[src/verilog/pin_cfg_pkg.sv]
/*
  Constants for the run-time settings image and pin mux block.
  Assumes a single 100 MHz clock and an active-low asynchronous reset.
*/
package pin_cfg_pkg;
  // ----------------------------------------
  // response framing
  // ----------------------------------------
  localparam logic [7:0] ECHO_CODE = 8'h61;
  localparam logic [7:0] STATUS_OK = 8'h00;
  localparam logic [5:0] RESP_LAST = 6'h3F;
  localparam logic [5:0] IDX_CHIP = 6'h07;
  localparam logic [5:0] IDX_VID_LO = 6'h08;
  localparam logic [5:0] IDX_VID_HI = 6'h09;
  localparam logic [5:0] IDX_PID_LO = 6'h0A;
  localparam logic [5:0] IDX_PID_HI = 6'h0B;
  localparam logic [5:0] IDX_PWR_ATTR = 6'h0C;
  localparam logic [5:0] IDX_CURRENT = 6'h0D;
  localparam logic [5:0] IDX_PWD_FIRST = 6'h0E;
  localparam logic [5:0] IDX_PWD_LAST = 6'h15;
  localparam logic [5:0] IDX_PIN0 = 6'h16;
  localparam logic [5:0] IDX_PIN1 = 6'h17;
  localparam logic [5:0] IDX_PIN2 = 6'h18;
  // ----------------------------------------
  // field positions
  // ----------------------------------------
  localparam int NEG_EDGE_BIT = 6;
  localparam int POS_EDGE_BIT = 5;
  localparam int VREF_LVL_HI = 4;
  localparam int VREF_LVL_LO = 3;
  localparam int VREF_OPT_BIT = 2;
  localparam int OUT_VAL_BIT = 4;
  localparam int DIR_BIT = 3;
  localparam logic [7:0] CHIP_MASK = 8'h7C;
  localparam logic [7:0] PIN_MASK = 8'h1F;
  // ----------------------------------------
  // reset values
  // ----------------------------------------
  localparam logic [7:0] CHIP_RST = 8'h00;
  localparam logic [7:0] PIN_RST = 8'h08;
  localparam logic [7:0] BYTE_RST = 8'h00;
  // ----------------------------------------
  // designation codes
  // ----------------------------------------
  localparam logic [2:0] DES_GPIO = 3'h0;
  localparam logic [2:0] DES_ALT_DED = 3'h1;
  localparam logic [2:0] DES_ALT0 = 3'h2;
  localparam logic [2:0] DES_ALT1 = 3'h3;
  localparam logic [2:0] DES_ALT2 = 3'h4;
  typedef enum logic [1:0] {VREF_OFF, VREF_1V024, VREF_2V048, VREF_4V096} vref_lvl_t;
  typedef enum {RD_IDLE, RD_SEND} rd_state_t;
endpackage : pin_cfg_pkg

[src/verilog/edge_detect.sv]
/*
  Interrupt edge detector: synchronises the detection input and raises
  a sticky flag on the enabled edges. Assumes the input is asynchronous.
*/
module edge_detect
  import pin_cfg_pkg::*;
(
  // clock and reset
  input wire logic clk,
  input wire logic nrst,
  // configuration
  input wire logic neg_en,
  input wire logic pos_en,
  input wire logic active,
  // pin and flag
  input wire logic pin_in,
  input wire logic flag_clr,
  output logic flag
);
  logic s1_r, s2_r, s3_r;
  logic flag_r, flag_nxt;

  always_comb
  begin
    flag_nxt = flag_r;
    if (flag_clr)
    begin
      flag_nxt = 1'b0;
    end
    // edge sets flag, set wins over clear
    if (active && ((neg_en && s3_r && !s2_r) || (pos_en && !s3_r && s2_r)))
    begin
      flag_nxt = 1'b1;
    end
  end

  always_ff @(posedge clk or negedge nrst)
  begin
    if (!nrst)
    begin
      s1_r <= 1'b0;
      s2_r <= 1'b0;
      s3_r <= 1'b0;
      flag_r <= 1'b0;
    end
    else
    begin
      s1_r <= pin_in;
      s2_r <= s1_r;
      s3_r <= s2_r;
      flag_r <= flag_nxt;
    end
  end

  assign flag = flag_r;
endmodule : edge_detect

[src/verilog/runtime_settings_pin_config.sv]
/*
  Run-time settings image with pin mux for three general-purpose pins.
  Host command decoding is outside: it asks for readback with rd_req and
  loads the image with the wr_* strobes. Pins are driven through enables.
*/
module runtime_settings_pin_config
  import pin_cfg_pkg::*;
(
  // clock and reset
  input wire logic clk,
  input wire logic nrst,
  // settings load
  input wire logic wr_en,
  input wire logic [5:0] wr_idx,
  input wire logic [7:0] wr_data,
  // readback
  input wire logic rd_req,
  output logic rd_valid,
  output logic [5:0] rd_idx,
  output logic [7:0] rd_data,
  // alternate function sources
  input wire logic suspend_in,
  input wire logic uart_rx_act,
  input wire logic uart_tx_act,
  input wire logic clk_out_in,
  input wire logic usb_cfg_in,
  input wire logic flag_clr,
  // analog and usb configuration
  output logic [1:0] vref_level,
  output logic vref_internal,
  output logic [15:0] usb_vid,
  output logic [15:0] usb_pid,
  output logic [7:0] usb_power_attr,
  output logic [8:0] usb_current_ma,
  output logic int_flag,
  output logic [2:0] analog_sel,
  // pins
  input wire logic [2:0] pin_in,
  output logic [2:0] pin_out,
  output logic [2:0] pin_oe,
  output logic [2:0] gpio_in_val
);
  logic [7:0] img_r [7:24];
  logic [7:0] img_nxt [7:24];
  rd_state_t st_r, st_nxt;
  logic [5:0] idx_r, idx_nxt;
  logic [7:0] data_nxt;
  logic [2:0] out_nxt, oe_nxt, ana_nxt;
  logic [2:0] p1_r, p2_r;
  logic flag_w;

  function automatic logic [7:0] masked(input logic [5:0] i, input logic [7:0] v);
    masked = v;
    if (i == IDX_CHIP)
    begin
      masked = v & CHIP_MASK;
    end
    else if (i >= IDX_PIN0 && i <= IDX_PIN2)
    begin
      masked = v & PIN_MASK;
    end
  endfunction : masked
  // ----------------------------------------
  // settings image
  // ----------------------------------------
  always_comb
  begin
    img_nxt = img_r;
    if (wr_en && wr_idx >= IDX_CHIP && wr_idx <= IDX_PIN2)
    begin
      img_nxt[wr_idx] = masked(wr_idx, wr_data);
    end
  end
  always_ff @(posedge clk or negedge nrst)
  begin
    if (!nrst)
    begin
      for (int i = int'(IDX_CHIP); i <= int'(IDX_PIN2); i++)
      begin
        img_r[i] <= (i >= int'(IDX_PIN0)) ? PIN_RST : ((i == int'(IDX_CHIP)) ? CHIP_RST : BYTE_RST);
      end
    end
    else
    begin
      img_r <= img_nxt;
    end
  end
  // ----------------------------------------
  // readback sequencer
  // ----------------------------------------
  always_comb
  begin
    st_nxt = st_r;
    idx_nxt = idx_r;
    data_nxt = 8'h00;
    unique case (st_r)
      RD_IDLE:
      begin
        if (rd_req)
        begin
          st_nxt = RD_SEND;
          idx_nxt = 6'h00;
        end
      end
      RD_SEND:
      begin
        idx_nxt = 6'(idx_r + 6'h01);
        if (idx_r == RESP_LAST)
        begin
          st_nxt = RD_IDLE;
          idx_nxt = 6'h00;
        end
      end
    endcase
    if (st_nxt == RD_SEND && idx_nxt == 6'h00)
    begin
      data_nxt = ECHO_CODE;
    end
    else if (st_nxt == RD_SEND && idx_nxt == 6'h01)
    begin
      data_nxt = STATUS_OK;
    end
    else if (st_nxt == RD_SEND && idx_nxt >= IDX_CHIP && idx_nxt <= IDX_PIN2)
    begin
      data_nxt = masked(idx_nxt, img_r[idx_nxt]);
    end
  end

  // ----------------------------------------
  // pin mux
  // ----------------------------------------
  always_comb
  begin
    out_nxt = 3'h0;
    oe_nxt = 3'h0;
    ana_nxt = 3'h0;
    for (int p = 0; p < 3; p++)
    begin
      if (img_r[IDX_PIN0 + p][2:0] == DES_GPIO)
      begin
        oe_nxt[p] = !img_r[IDX_PIN0 + p][DIR_BIT];
        out_nxt[p] = img_r[IDX_PIN0 + p][OUT_VAL_BIT];
      end
    end
    unique case (img_r[IDX_PIN0][2:0])
      DES_ALT_DED: begin oe_nxt[0] = 1'b1; out_nxt[0] = suspend_in; end
      DES_ALT0: begin oe_nxt[0] = 1'b1; out_nxt[0] = uart_rx_act; end
      default: ;
    endcase
    unique case (img_r[IDX_PIN1][2:0])
      DES_ALT_DED: begin oe_nxt[1] = 1'b1; out_nxt[1] = clk_out_in; end
      DES_ALT0: ana_nxt[1] = 1'b1;
      DES_ALT1: begin oe_nxt[1] = 1'b1; out_nxt[1] = uart_tx_act; end
      default: ;
    endcase
    // pin two designation; analog output leaves digital driver off
    unique case (img_r[IDX_PIN2][2:0])
      DES_ALT_DED: begin oe_nxt[2] = 1'b1; out_nxt[2] = usb_cfg_in; end
      DES_ALT0: ana_nxt[2] = 1'b1;
      DES_ALT1: ana_nxt[2] = 1'b1;
      default: ;
    endcase
  end
  always_ff @(posedge clk or negedge nrst)
  begin
    if (!nrst)
    begin
      st_r <= RD_IDLE;
      idx_r <= 6'h00;
      rd_data <= 8'h00;
      rd_valid <= 1'b0;
      pin_out <= 3'h0;
      pin_oe <= 3'h0;
      analog_sel <= 3'h0;
      p1_r <= 3'h0;
      p2_r <= 3'h0;
      gpio_in_val <= 3'h0;
      vref_level <= 2'h0;
      vref_internal <= 1'b0;
      usb_vid <= 16'h0000;
      usb_pid <= 16'h0000;
      usb_power_attr <= 8'h00;
      usb_current_ma <= 9'h000;
      int_flag <= 1'b0;
    end
    else
    begin
      st_r <= st_nxt;
      idx_r <= idx_nxt;
      rd_data <= data_nxt;
      rd_valid <= (st_nxt == RD_SEND);
      pin_out <= out_nxt;
      pin_oe <= oe_nxt;
      analog_sel <= ana_nxt;
      p1_r <= pin_in;
      p2_r <= p1_r;
      gpio_in_val <= p2_r;
      vref_level <= img_r[IDX_CHIP][VREF_LVL_HI:VREF_LVL_LO];
      vref_internal <= img_r[IDX_CHIP][VREF_OPT_BIT];
      usb_vid <= {img_r[IDX_VID_HI], img_r[IDX_VID_LO]};
      usb_pid <= {img_r[IDX_PID_HI], img_r[IDX_PID_LO]};
      usb_power_attr <= img_r[IDX_PWR_ATTR];
      usb_current_ma <= {img_r[IDX_CURRENT], 1'b0};
      int_flag <= flag_w;
    end
  end
  assign rd_idx = idx_r;
  edge_detect u_edge (.clk(clk), .nrst(nrst), .neg_en(img_r[IDX_CHIP][NEG_EDGE_BIT]),
    .pos_en(img_r[IDX_CHIP][POS_EDGE_BIT]), .active(img_r[IDX_PIN1][2:0] == DES_ALT2),
    .pin_in(pin_in[1]), .flag_clr(flag_clr), .flag(flag_w));
endmodule : runtime_settings_pin_config

[config.mk]
export PLATFORM = sky130hd
export DESIGN_NAME = runtime_settings_pin_config
export DESIGN_NICKNAME = d
export VERILOG_FILES = /design/src/verilog/pin_cfg_pkg.sv /design/src/verilog/edge_detect.sv /design/src/verilog/runtime_settings_pin_config.sv
export SDC_FILE = /design/constraint.sdc
export NUM_CORES = 1
export LEC_CHECK = 0
export BUFFER_PORTS_ARGS = -buffer_cell sky130_fd_sc_hd__buf_2
export CAP_MARGIN = 20
export CORE_ASPECT_RATIO = 1.5
export CORE_UTILIZATION = 40
export DETAILED_ROUTE_END_ITERATION = 6
export HOLD_SLACK_MARGIN = 0.05
export PLACE_DENSITY_LB_ADDON = 0.15
export SLEW_MARGIN = 20
export SYNTH_ARGS = -nofsm -noshare
export SYNTH_HDL_FRONTEND = slang
export SYNTH_SLANG_ARGS = --single-unit
[constraint.sdc]
create_clock -name clk -period 3.51 [get_ports clk]
set_input_delay 0.1755 -clock clk [delete_from_list [all_inputs] [get_ports clk]]
set_output_delay 0.1755 -clock clk [all_outputs]
set_load 0.005 [all_outputs]
Word-level counts from Yosys, hierarchy flattened:

Index checks and enable logic that the tools add are counted.

* $lt $le $gt $ge: 9
* $add $sub $neg: 1
* bitwise logic cells: 2
* mux-type cells: 36
* reduce and logical (&&, ||, !) cells: 29
* eq/ne operators: 15

Operators by type and width (count)
* $bwmux W144: 1
* $mux W8: 11
* $mux W32: 2
* $pmux W32 S2: 1
* $bmux W8 S5: 1
* $demux W8 S5: 1
* $eq A32 B1 Y1 const B: 1
* $eq A32 B2 Y1 const B: 1
* $logic_not A32 Y1: 1
* $eq A3 B2 Y1 const B: 5
* $ge A7 B6 Y1 const B: 2
* $logic_and A1 B1 Y1: 14
* $mux W1: 14
* $not A6 Y7: 2
* $eq A6 B3 Y1 const B: 2
* $ge A6 B3 Y1 const B: 2
* $ge A6 B5 Y1 const B: 2
* $le A6 B5 Y1 const B: 2
* $mux W6: 2
* $pmux W6 S2: 1
* $eq A3 B1 Y1 const B: 3
* $logic_not A3 Y1: 3
* $lt A7 B1 Y1 const B: 1
* $add A6 B1 Y6 const B: 1
* 9 further kinds: 16

* word-level logic and storage cells: 131
* bits of input ports: 27
* flip-flop bits (word level): 264
* output and inout port bits: 80

Depth between registers and ports, before layout:

Gate-level depths: netlist (run 1).

* depth after elaboration: 12
* depth in mapped cells: 11
* depth with buffers taken out: 10

Hierarchy:

A second synthesis (run 1) with hierarchy kept.

* cells, all modules: 872
* area, all modules: 10835.4 um^2

By module, submodules not included
* runtime_settings_pin_config: cells an instance 864, times used 1, sequential area each 6485.0 um^2, area each 10706.5 um^2
* edge_detect: cells an instance 8, times used 1, sequential area each 100.1 um^2, area each 128.9 um^2

Least setup slack after synthesis (run 1):

Ideal clock, no wire load.

* path kind: register to register
* start point: reg idx_r[0], in the netlist rd_idx[0]
* end point: reg rd_data[5]
* setup time: 0.134 ns
* stages on the path, launching flop included: 10
* data required time: 3.376 ns
* arrival: 2.336 ns
* setup slack: 1.040 ns
* period minus slack after synthesis: 2.470 ns
* buffers on the path: 0
* cells stage by stage: dfrtp_1 -> ha_1 -> nor2b_1 -> a21oi_1 -> or2_2 -> mux2_2 -> nor2_1 -> o2111ai_1 -> a32oi_1 -> nor3_1

* cells in the longest elaborated chain, start to end: 12
* elaborated cells between the ends (all ways): 28
* classes of those cells: add/sub (1); order compare (3); eq/ne (4); mux (13); bitwise (1); reduce/logical (6)

RTL lines
* start, declared: RTL line runtime_settings_pin_config.sv:46 `logic [5:0] idx_r, idx_nxt;`
* start signal, assigned: RTL line runtime_settings_pin_config.sv:189 `idx_r <= idx_nxt;`
* $add A6 B1 Y6 / $eq A6 B6 Y1 (equally long branches): RTL line runtime_settings_pin_config.sv:107, runtime_settings_pin_config.sv:108
* $mux W6: RTL line runtime_settings_pin_config.sv:108 `if (idx_r == RESP_LAST)`
* $pmux W6 S2: RTL line runtime_settings_pin_config.sv:96 `unique case (st_r)`
* $not A6 Y7 (not written as such): RTL line runtime_settings_pin_config.sv:125 `data_nxt = masked(idx_nxt, img_r[idx_nxt]);`
* $bmux W8 S5: RTL line runtime_settings_pin_config.sv:125
* $mux W8 (not written as such) (2 in series): RTL line runtime_settings_pin_config.sv:125
* $mux W8: RTL line runtime_settings_pin_config.sv:58 `else if (i >= IDX_PIN0 && i <= IDX_PIN2)`
* $mux W8: RTL line runtime_settings_pin_config.sv:54 `if (i == IDX_CHIP)`
* $mux W8: RTL line runtime_settings_pin_config.sv:123 `else if (st_nxt == RD_SEND && idx_nxt >= IDX_CHIP && idx_nxt <= IDX_PIN2)`
* $mux W8: RTL line runtime_settings_pin_config.sv:119 `else if (st_nxt == RD_SEND && idx_nxt == 6'h01)`
* $mux W8 *: RTL line runtime_settings_pin_config.sv:115 `if (st_nxt == RD_SEND && idx_nxt == 6'h00)`
* net data_nxt[5]: RTL line runtime_settings_pin_config.sv:47 `logic [7:0] data_nxt;`
* end signal, assigned: RTL line runtime_settings_pin_config.sv:190 `rd_data <= data_nxt;`
* end, declared: RTL line runtime_settings_pin_config.sv:20 `output logic [7:0] rd_data,`

Mark *: on every way through the listed nets, which the timed path passes. The rest lies on a longest branch. The select of a mux whose other input is x is not followed.
A chain may end at the register's enable or synchronous reset.

Worst setup path in the final report (run 1):

* start point: reg st_r[25]
* end point: reg rd_data[3]

* cells in the longest elaborated chain, start to end: 11
* elaborated cells between the ends (all ways): 25
* classes of those cells: order compare (2); eq/ne (4); mux (12); bitwise (1); reduce/logical (6)

RTL lines
* start, declared: RTL line runtime_settings_pin_config.sv:45 `rd_state_t st_r, st_nxt;`
* start signal, assigned: RTL line runtime_settings_pin_config.sv:188 `st_r <= st_nxt;`
* $eq A32 B1 Y1 / $logic_not A32 Y1 (equally long branches): RTL line runtime_settings_pin_config.sv:96
* $pmux W6 S2: RTL line runtime_settings_pin_config.sv:96
* $not A6 Y7 (not written as such): RTL line runtime_settings_pin_config.sv:125
* $bmux W8 S5: RTL line runtime_settings_pin_config.sv:125
* $mux W8 (not written as such) (2 in series): RTL line runtime_settings_pin_config.sv:125
* $mux W8: RTL line runtime_settings_pin_config.sv:58
* $mux W8: RTL line runtime_settings_pin_config.sv:54
* $mux W8: RTL line runtime_settings_pin_config.sv:123
* $mux W8: RTL line runtime_settings_pin_config.sv:119
* $mux W8 *: RTL line runtime_settings_pin_config.sv:115
* net data_nxt[3]: RTL line runtime_settings_pin_config.sv:47

Marks and branches as above.

==> metrics.txt, run 1 <==
status=finished clean; ANT cells=0; Inst Count DP=1246; RSZ-0062 raised after global routing=false; FMAX=309 MHz; fill count=2414; Worst-Margin Slew=0.965 ns; Netlist cell types=77; DR iter-0 viols=412; DP Worst Slack=0.217 ns; vias in the first global route=7557; I/O pin count=107; crit-path max cell delay=0.46 ns; Lkg Pwr=6.19 nW; YS warnings=0; Pwr Density=752 nW/um^2; Worst Path Required=3.93 ns; Syn Inst Count=819; Fin Setup TNS=0 ns; ratio of cells with drive above 1 in the final layout=0.374; root buffer cell=clkbuf_16; multi-input logic area=4010 um^2; post-cts sizing count=0; Slew Viols, Final=0; most common cell after layout, fill and taps aside=dfrtp_1; Worst setup EP type=flop; dominant synthesized flop cell=dfrtp_1; Slew Limit Headroom=0.353; critical path startpoint category=flop; aggregate global routing overflow=0; VDD IR-drop max=0.000487 V; drt via density=5.46; Final Setup Violations=0; P&R area growth vs syn=19.0%; Crit Path Max Fanout=12; initial core utilization=0.406; Yosys reg bits=259; Final Skew=0.0199 ns; hpwl dp=19700 um; Nets=980; FP Rows=73; Placement Cell Area=11700 um^2; Antenna Nets Post-Route=0; CP most frequent cell=a311oi_1; latest clock arrival within the worst-skew pair=0.55 ns; sequential-to-total area share from yosys stat=0.603; wire length per cell=21.9 um; H-tree Lvls=1; routed vias=7147; largest net degree at the start of global routing=107; number of synthesized flops with an enable pin=0; crit-path cells=nor4_2 > and4_4 > a21oi_4 > a32oi_2 > inv_1 > a311oi_1 > a2111oi_0 > buf_4 > a311oi_1; die height=203 um; maximum clock insertion buffer count=3; port bufs=104; CP Data Arrival Time=3.66 ns; Die Footprint=27600 um^2; global-route usage over all layers=0.217; first-pass GRT wire length=44800 um; Syn Area/Cell=13.1 um^2; Die X=136 um; Buf+Inv Stages, Crit Path=2; Slowest-stage cell, CP=a32oi_2; Synth async-reset ratio=1.00; initial antenna violation count=0; GP Congestion=0.849; synthesized area=10800 um^2; Crit Path Class=flop to flop; TritonCTS buffer count=27; # DRC=0; most frequent cells in the layout=dfrtp_1 (256), mux2_2 (132), buf_2 (103); CTS tree=done; First-pass DRT Iterations=7; clk slew on worst S/H paths=0.07 ns; min Tclk post-route=3.24 ns; setup ws final=0.269 ns; Hold Vio Cnt, Final=0; number of max-cap violations=0; core area=26500 um^2; routed wire length=28700 um; Finished Cell Area=12800 um^2; delay-heaviest family, CP=compound AO/OA/AOI/OAI gates; non-filler cells, final=1310; clock sinks=259; Reg area=6480 um^2; final worst-path cycle share=0.923; Hold Crit Class=input pin to flop
[where the power goes]
group	total [mW]	internal [mW]	switching, mW
registers	3.48	3.28	0.206
logic	3.15	1.16	1.99
clock network	2.99	1.78	1.20
total	9.62	6.22	3.40
[registers in the layout (all words and copies together), names as in the netlist]
register	flops
p1_r	3
pin_out	3
rd_idx	6
int_flag	1
vref_internal	1
usb_pid	16
rd_valid	1
p2_r	3
rd_data	8
usb_vid	16
st_r	32
gpio_in_val	3
pin_oe	3
u_edge.flag	1
vref_level	2
usb_current_ma	8
img_r	142
usb_power_attr	8
analog_sel	2
[cell usage after synthesis, types with 9 or more instances]
master,number,share of area
a21oi_1,22,0.010
a311oi_1,10,0.0081
and2_1,37,0.022
clkbuf_1,20,0.0070
dfrtp_1,256,0.60
inv_1,9,0.0031
mux2_2,132,0.14
mux2i_1,12,0.011
nand2_1,44,0.015
nor2_1,38,0.013
nor2b_1,10,0.0058
nor3_1,20,0.0093
o21ai_0,15,0.0070
o22ai_1,25,0.015
[cells by family (layout without fill, tap and decap cells)]
logic type               count (synthesis)  after routing  synth area share
AND/OR/NAND/NOR                        222            222             0.124
AO/OA/AOI/OAI                          135            135            0.0952
multiplexers                           144            144             0.149
flip-flops                             259            259             0.603
XOR/XNOR                                 3              3           0.00244
buffers and inverters                   54            207            0.0243
adder cells (fa/ha/maj)                  1              1           0.00116
other                                    1              2          0.000349
[worst reg2reg max path, cell delays in order (launching register included)]
cell and delay, ns:
dfrtp_1 0.39, nor4_2 0.38, and4_4 0.32, a21oi_4 0.14, a32oi_2 0.46, inv_1 0.40
a311oi_1 0.47, a2111oi_0 0.14, buf_4 0.17, a311oi_1 0.24
[cell type report]
type	instances	area share
flip-flops and latches	259	0.507
clock inverters	14	0.0126
clock buffers	36	0.0609
repair buffers	143	0.0690
inverters	14	0.00411
multi-input cells	507	0.314
well taps	337	0.0330
[per-layer routing]
metal / track usage / routed length [um]
met1: 0.284 / 12200
met2: 0.369 / 14500
met3: 0.0237 / 1160
met5: 0 / 0
met4: 0.0794 / 923
[through the flow]
stage / power [mW] / utilization / hold WS, ns
final: 9.62 / 0.483 / 0.120
after global routing: 10.1 / 0.483 / 0.133
after CTS: 9.68 / 0.483 / 0.0922
after detailed placement: 6.64 / 0.442 / 0.286
after global placement: 6.62 / 0.442 / 0.285
after floorplan: 5.48 / - / -0.120
[path summary, 6_finish.rpt]
check	startpoint	end	slack (ns)	depth (start not counted)
worst max-delay path	st_r[25]	rd_data[3]	0.27	9
max in group asynchronous	nrst	usb_current_ma[7]	2.26	3
worst min-delay path	wr_idx[2]	img_r[136]	0.12	4
worst min register to register	p2_r[0]	gpio_in_val[0]	0.36	0
min in group asynchronous	nrst	st_r[11]	0.30	2
worst max register to register	st_r[25]	rd_data[3]	0.27	9
[repair_timing]
action | 4_1_cts | 5_1_grt
buffers inserted | 0 | 0
endpoints found under the hold margin | 112 | 0
hold buffers | 14 | 0
setup endpoints to repair | 0 | 1
Note: power is estimated with default switching activity, not from simulation.
==> inputs of run 2 (changes only) <==
--- a/config.mk
+++ b/config.mk
@@ -8,7 +8,7 @@
 export BUFFER_PORTS_ARGS = -buffer_cell sky130_fd_sc_hd__buf_2
 export CAP_MARGIN = 20
 export CORE_ASPECT_RATIO = 1.5
-export CORE_UTILIZATION = 40
+export CORE_UTILIZATION = 55
 export DETAILED_ROUTE_END_ITERATION = 6
 export HOLD_SLACK_MARGIN = 0.05
 export PLACE_DENSITY_LB_ADDON = 0.15
==> run 2 against run 1 <==
Global-route usage grew 7.0 points. Worst setup slack lost 0.21 ns. Routed wire length shrank 4.2%. First-iteration DRC count shrank 0.49%. Critical path type unchanged. Combinational power shrank 1%. Largest cell class unchanged. Total power shrank 3.0%. Utilization grew 17 points. Sequential power is essentially flat. Largest power group unchanged. Critical path depth shrank 1. Flip-flop and latch count is the same. Final cell count shrank 7.0%.
==> metrics.txt, run 2 (synthesis gave the netlist of run 1 again) <==
min Tclk post-route=3.45 ns; # DRC=0; VDD IR-drop max=0.000693 V; Finished Cell Area=12500 um^2; Slowest-stage cell, CP=a2111oi_0; CP most frequent cell=a311oi_1; Worst Path Required=3.90 ns; root buffer cell=clkbuf_16; most frequent cells in the layout=dfrtp_1 (256), mux2_2 (132), buf_2 (103); critical path startpoint category=flop; WP depth=8; initial antenna violation count=0; FF-to-FF path depth=8; Final Setup Violations=0; drt via density=6.01; Antenna Nets Post-Route=0; Slew Limit Headroom=0.290; ratio of cells with drive above 1 in the final layout=0.367; largest net degree at the start of global routing=127; routed wire length=27500 um; Slew Viols, Final=0; Biggest register=img_r; FMAX=290 MHz; port bufs=104; Pwr Density=744 nW/um^2; Inst Count DP=1160; first-pass GRT wire length=43600 um; top flop regs=img_r x142, st_r x32; core area=19200 um^2; Placement Cell Area=11600 um^2; Hold Crit Class=input pin to flop; GP Congestion=0.907; DR iter-0 viols=410; latest clock arrival within the worst-skew pair=0.55 ns; clock sinks=259; RSZ-0062 raised after global routing=false; DP Worst Slack=0.132 ns; TritonCTS buffer count=25; GR met3 Demand/Resource=0.0360; Worst setup EP type=flop; vias in the first global route=7687; Worst-Margin Slew=1.06 ns; CTS tree=done; FP Rows=62; status=finished clean; grt peak-use layer=met2; GR met1 Demand/Resource=0.372; crit-path max cell delay=0.82 ns; Final Skew=0.0201 ns; ANT cells=0; worst hold path depth=5; CP Data Arrival Time=3.84 ns; initial core utilization=0.561; met2 GRT Util=0.472; number of max-cap violations=0; Hold Vio Cnt, Final=0; reg-to-reg setup timing slack=0.06 ns; wire length per cell=22.6 um; Core Util, Final=0.655; Die Footprint=20100 um^2; Crit Path Max Fanout=12; Post-CTS Setup Bufs=0; hpwl dp=18800 um; die height=173 um; Die X=116 um; First-pass DRT Iterations=5; I/O pin count=107; setup ws final=0.0636 ns; Nets=971; routed vias=7326; Buf+Inv Stages, Crit Path=1; aggregate global routing overflow=0; crit-path cells=nor4_2 > nand4_2 > nor2_4 > a32oi_2 > inv_1 > a311oi_1 > a2111oi_0 > a311oi_1; number of flip-flops in the largest register=142; clk slew on worst S/H paths=0.07 ns; non-filler cells, final=1218; maximum clock insertion buffer count=3; final worst-path cycle share=0.982; P&R area growth vs syn=16.6%; Fin Setup TNS=0 ns; global-route usage over all layers=0.287; Lkg Pwr=6.11 nW; Crit Path Class=flop to flop; delay-heaviest family, CP=compound AO/OA/AOI/OAI gates; H-tree Lvls=1; most common cell after layout, fill and taps aside=dfrtp_1
==> run 2: cell types whose count changed in the layout (fill, tap and decap cells not counted), sizes merged <==
cell and delta:
dlygate4sd3 -2, clkbuf -5, inv +3, bufinv -1
buf -5, clkinvlp -1
==> run 2: final cells by class <==
type | instances | area (um^2)
Clock buffer | 31 | 678
Clock inverter | 15 | 169
Fill cell | 1430 | 6620
Inverter | 14 | 52.6
Multi-Input combinational cell | 507 | 4010
Sequential cell | 259 | 6480
Tap cell | 256 | 320
Timing Repair Buffer | 136 | 826
==> run 2: worst paths after layout <==
kind	startpoint	endpoint
worst max-delay path	st_r[24]	rd_data[3]
worst min-delay path	suspend_in	pin_out[0]
worst max register to register	st_r[24]	rd_data[3]
worst min register to register	p1_r[1]	p2_r[1]
max in group asynchronous	nrst	img_r[24]
min in group asynchronous	nrst	pin_out[1]
==> run 2: timing repair <==
action / 4_1_cts / 5_1_grt
hold buffers: 12 / 0
setup endpoints to repair: 0 / 1
gates resized for setup: 0 / 1
endpoints found under the hold margin: 131 / 0
==> run 2: metrics by stage <==
step / hold slack [ns] / power (mW)
3_5_place_dp: 0.285 / 6.55
3_3_place_gp: 0.285 / 6.50
5_1_grt: 0.0978 / 9.73
6_report: 0.0882 / 9.33
2_1_floorplan: -0.120 / 5.48
4_1_cts: 0.0601 / 9.32
==> run 2: worst min-delay path, cell delays in order <==
cell	delay [ns]
buf_2	0.07
mux2i_1	0.06
nor2_1	0.11
a31oi_1	0.06
nor2_1	0.11
==> run 2: power breakdown <==
group	switching [mW]	internal (mW)	leakage (nW)
Clock	1.19	1.55	0.417
Sequential	0.203	3.28	3.47
Combinational	2.00	1.11	2.22
Total	3.39	5.94	6.11
==> run 2: layer usage <==
layer / share of wire / vias to the layer above
li1: - / 3212
met1: 0.40 / 3725
met2: 0.50 / 304
met3: 0.051 / 85
met4: 0.049 / 0
met5: 0 / -
==> inputs of run 3 (changes only) <==
--- a/config.mk
+++ b/config.mk
@@ -8,7 +8,7 @@
 export BUFFER_PORTS_ARGS = -buffer_cell sky130_fd_sc_hd__buf_2
 export CAP_MARGIN = 20
 export CORE_ASPECT_RATIO = 1.5
-export CORE_UTILIZATION = 55
+export CORE_UTILIZATION = 45
 export DETAILED_ROUTE_END_ITERATION = 6
 export HOLD_SLACK_MARGIN = 0.05
 export PLACE_DENSITY_LB_ADDON = 0.15
==> run 3 against run 2 <==
Die area up 22%. Sequential share of layout area down 0.77 points. Utilization down 11 points. Critical endpoint is now rd_data[0]. Largest cell class unchanged.
==> metrics.txt, run 3 (synthesis gave the netlist of run 1 again) <==
die height=191 um; initial antenna violation count=0; Slew Limit Headroom=0.314; vias in the first global route=7369; GP Congestion=0.820; first-pass GRT wire length=42300 um; Slowest-stage cell, CP=a2111oi_1; Reg-to-Reg End=rd_data[0]; TritonCTS buffer count=26; Fin Setup TNS=0 ns; routed wire length=27400 um; H-tree Lvls=1; port bufs=104; final worst-path cycle share=0.929; Buf+Inv Stages, Crit Path=2; Hold Crit Start=wr_idx[4]; Worst Path Required=3.88 ns; post-cts sizing count=0; aggregate global routing overflow=0; I/O pin count=107; most frequent cells in the layout=dfrtp_1 (256), mux2_2 (132), buf_2 (103); VDD IR-drop max=0.000416 V; largest net degree at the start of global routing=96; initial core utilization=0.463; FF-to-FF path depth=9; Die Footprint=24500 um^2; most common cell after layout, fill and taps aside=dfrtp_1; multi-input logic area=4020 um^2; Hold Vio Cnt, Final=0; Nets=977; Final Setup Violations=0; latest clock arrival within the worst-skew pair=0.53 ns; critical path startpoint category=flop; Biggest register=img_r; worst reg2reg path startpoint=st_r[7]; number of max-cap violations=0; root buffer cell=clkbuf_16; Placement Cell Area=11700 um^2; First-pass DRT Iterations=5; routed vias=7129; number of flip-flops in the largest register=142; # DRC=0; CP startpoint=st_r[7]; Slew Viols, Final=0; FP Rows=68; clk slew on worst S/H paths=0.06 ns; ratio of cells with drive above 1 in the final layout=0.377; hpwl dp=18800 um; global-route usage over all layers=0.229; clock sinks=259; drt via density=5.55; top flop regs=img_r x142, st_r x32; crit-path max cell delay=0.72 ns; Finished Cell Area=12700 um^2; Worst setup EP type=flop; worst hold path depth=3; Hold Crit Class=input pin to flop; FMAX=307 MHz; Die X=128 um; overall power=9.55 mW; Crit Path Class=flop to flop; core area=23200 um^2; Lkg Pwr=6.17 nW; WHS=0.0901 ns; delay-heaviest family, CP=compound AO/OA/AOI/OAI gates; Crit Path Max Fanout=9; P&R area growth vs syn=18.4%; fill count=2009; status=finished clean; WP depth=9; CTS tree=done; Antenna Nets Post-Route=0; crit-path cells=nor4_2 > nand4_2 > nor2_4 > a32oi_2 > inv_1 > buf_4 > a311oi_1 > a2111oi_1 > a2111oi_2; Reg area=6480 um^2; CP Data Arrival Time=3.63 ns; reg-to-reg setup timing slack=0.25 ns; Final Skew=0.0134 ns; min Tclk post-route=3.26 ns; ANT cells=0; DR iter-0 viols=385; RSZ-0062 raised after global routing=false; maximum clock insertion buffer count=3; Hold EP=img_r[136]; Pwr Density=750 nW/um^2; wire length per cell=21.3 um; Worst-Margin Slew=1.02 ns
## run 3: how the worst max path moves through the flow
stage	to	slack (ns)
floorplan	rd_data[5]	1.04
global placement	rd_data[0]	0.28
detailed placement	rd_data[0]	0.23
CTS	rd_data[0]	0.23
global route	rd_data[2]	0.05
finish	rd_data[0]	0.25
## run 3: power breakdown
part           total (mW)  switching [mW]  internal, mW
clock network        2.91            1.19          1.72
logic                3.14            1.96          1.18
registers            3.49           0.217          3.28
## run 3: cell type report
type	count	share of cell area
Tap cell	315	0.0310
Sequential cell	259	0.509
Clock inverter	19	0.0174
Inverter	14	0.00413
Timing Repair Buffer	141	0.0680
Multi-Input combinational cell	507	0.316
Clock buffer	29	0.0543
## run 3: timing repair
item / CTS / global route
hold endpoints to repair: 99 / 0
setup buffers: 0 / 0
hold buffers: 13 / 0
## run 3: worst reg2reg max path, delay by kind of cell, from the launching register on
family / cells / cell delay, ns
flops: 1 / 0.39
compound gates: 4 / 1.18
simple gates: 3 / 1.05
buf+inv: 2 / 0.48
## run 3: routing by layer
metal	up-vias	wire [um]	track usage
met5	-	0	0
met4	0	866	0.0837
met3	56	1240	0.0375
met2	189	13700	0.386
met1	3646	11600	0.295
li1	3238	-	-
## run 3: stage by stage
stage	setup slack (ns)	std cells	utilization
4_1_cts	0.229	1284	0.548
2_1_floorplan	1.04	820	-
3_5_place_dp	0.230	1223	0.503
3_3_place_gp	0.281	1223	0.503
5_1_grt	0.0495	1284	0.548
6_report	0.248	1284	0.548
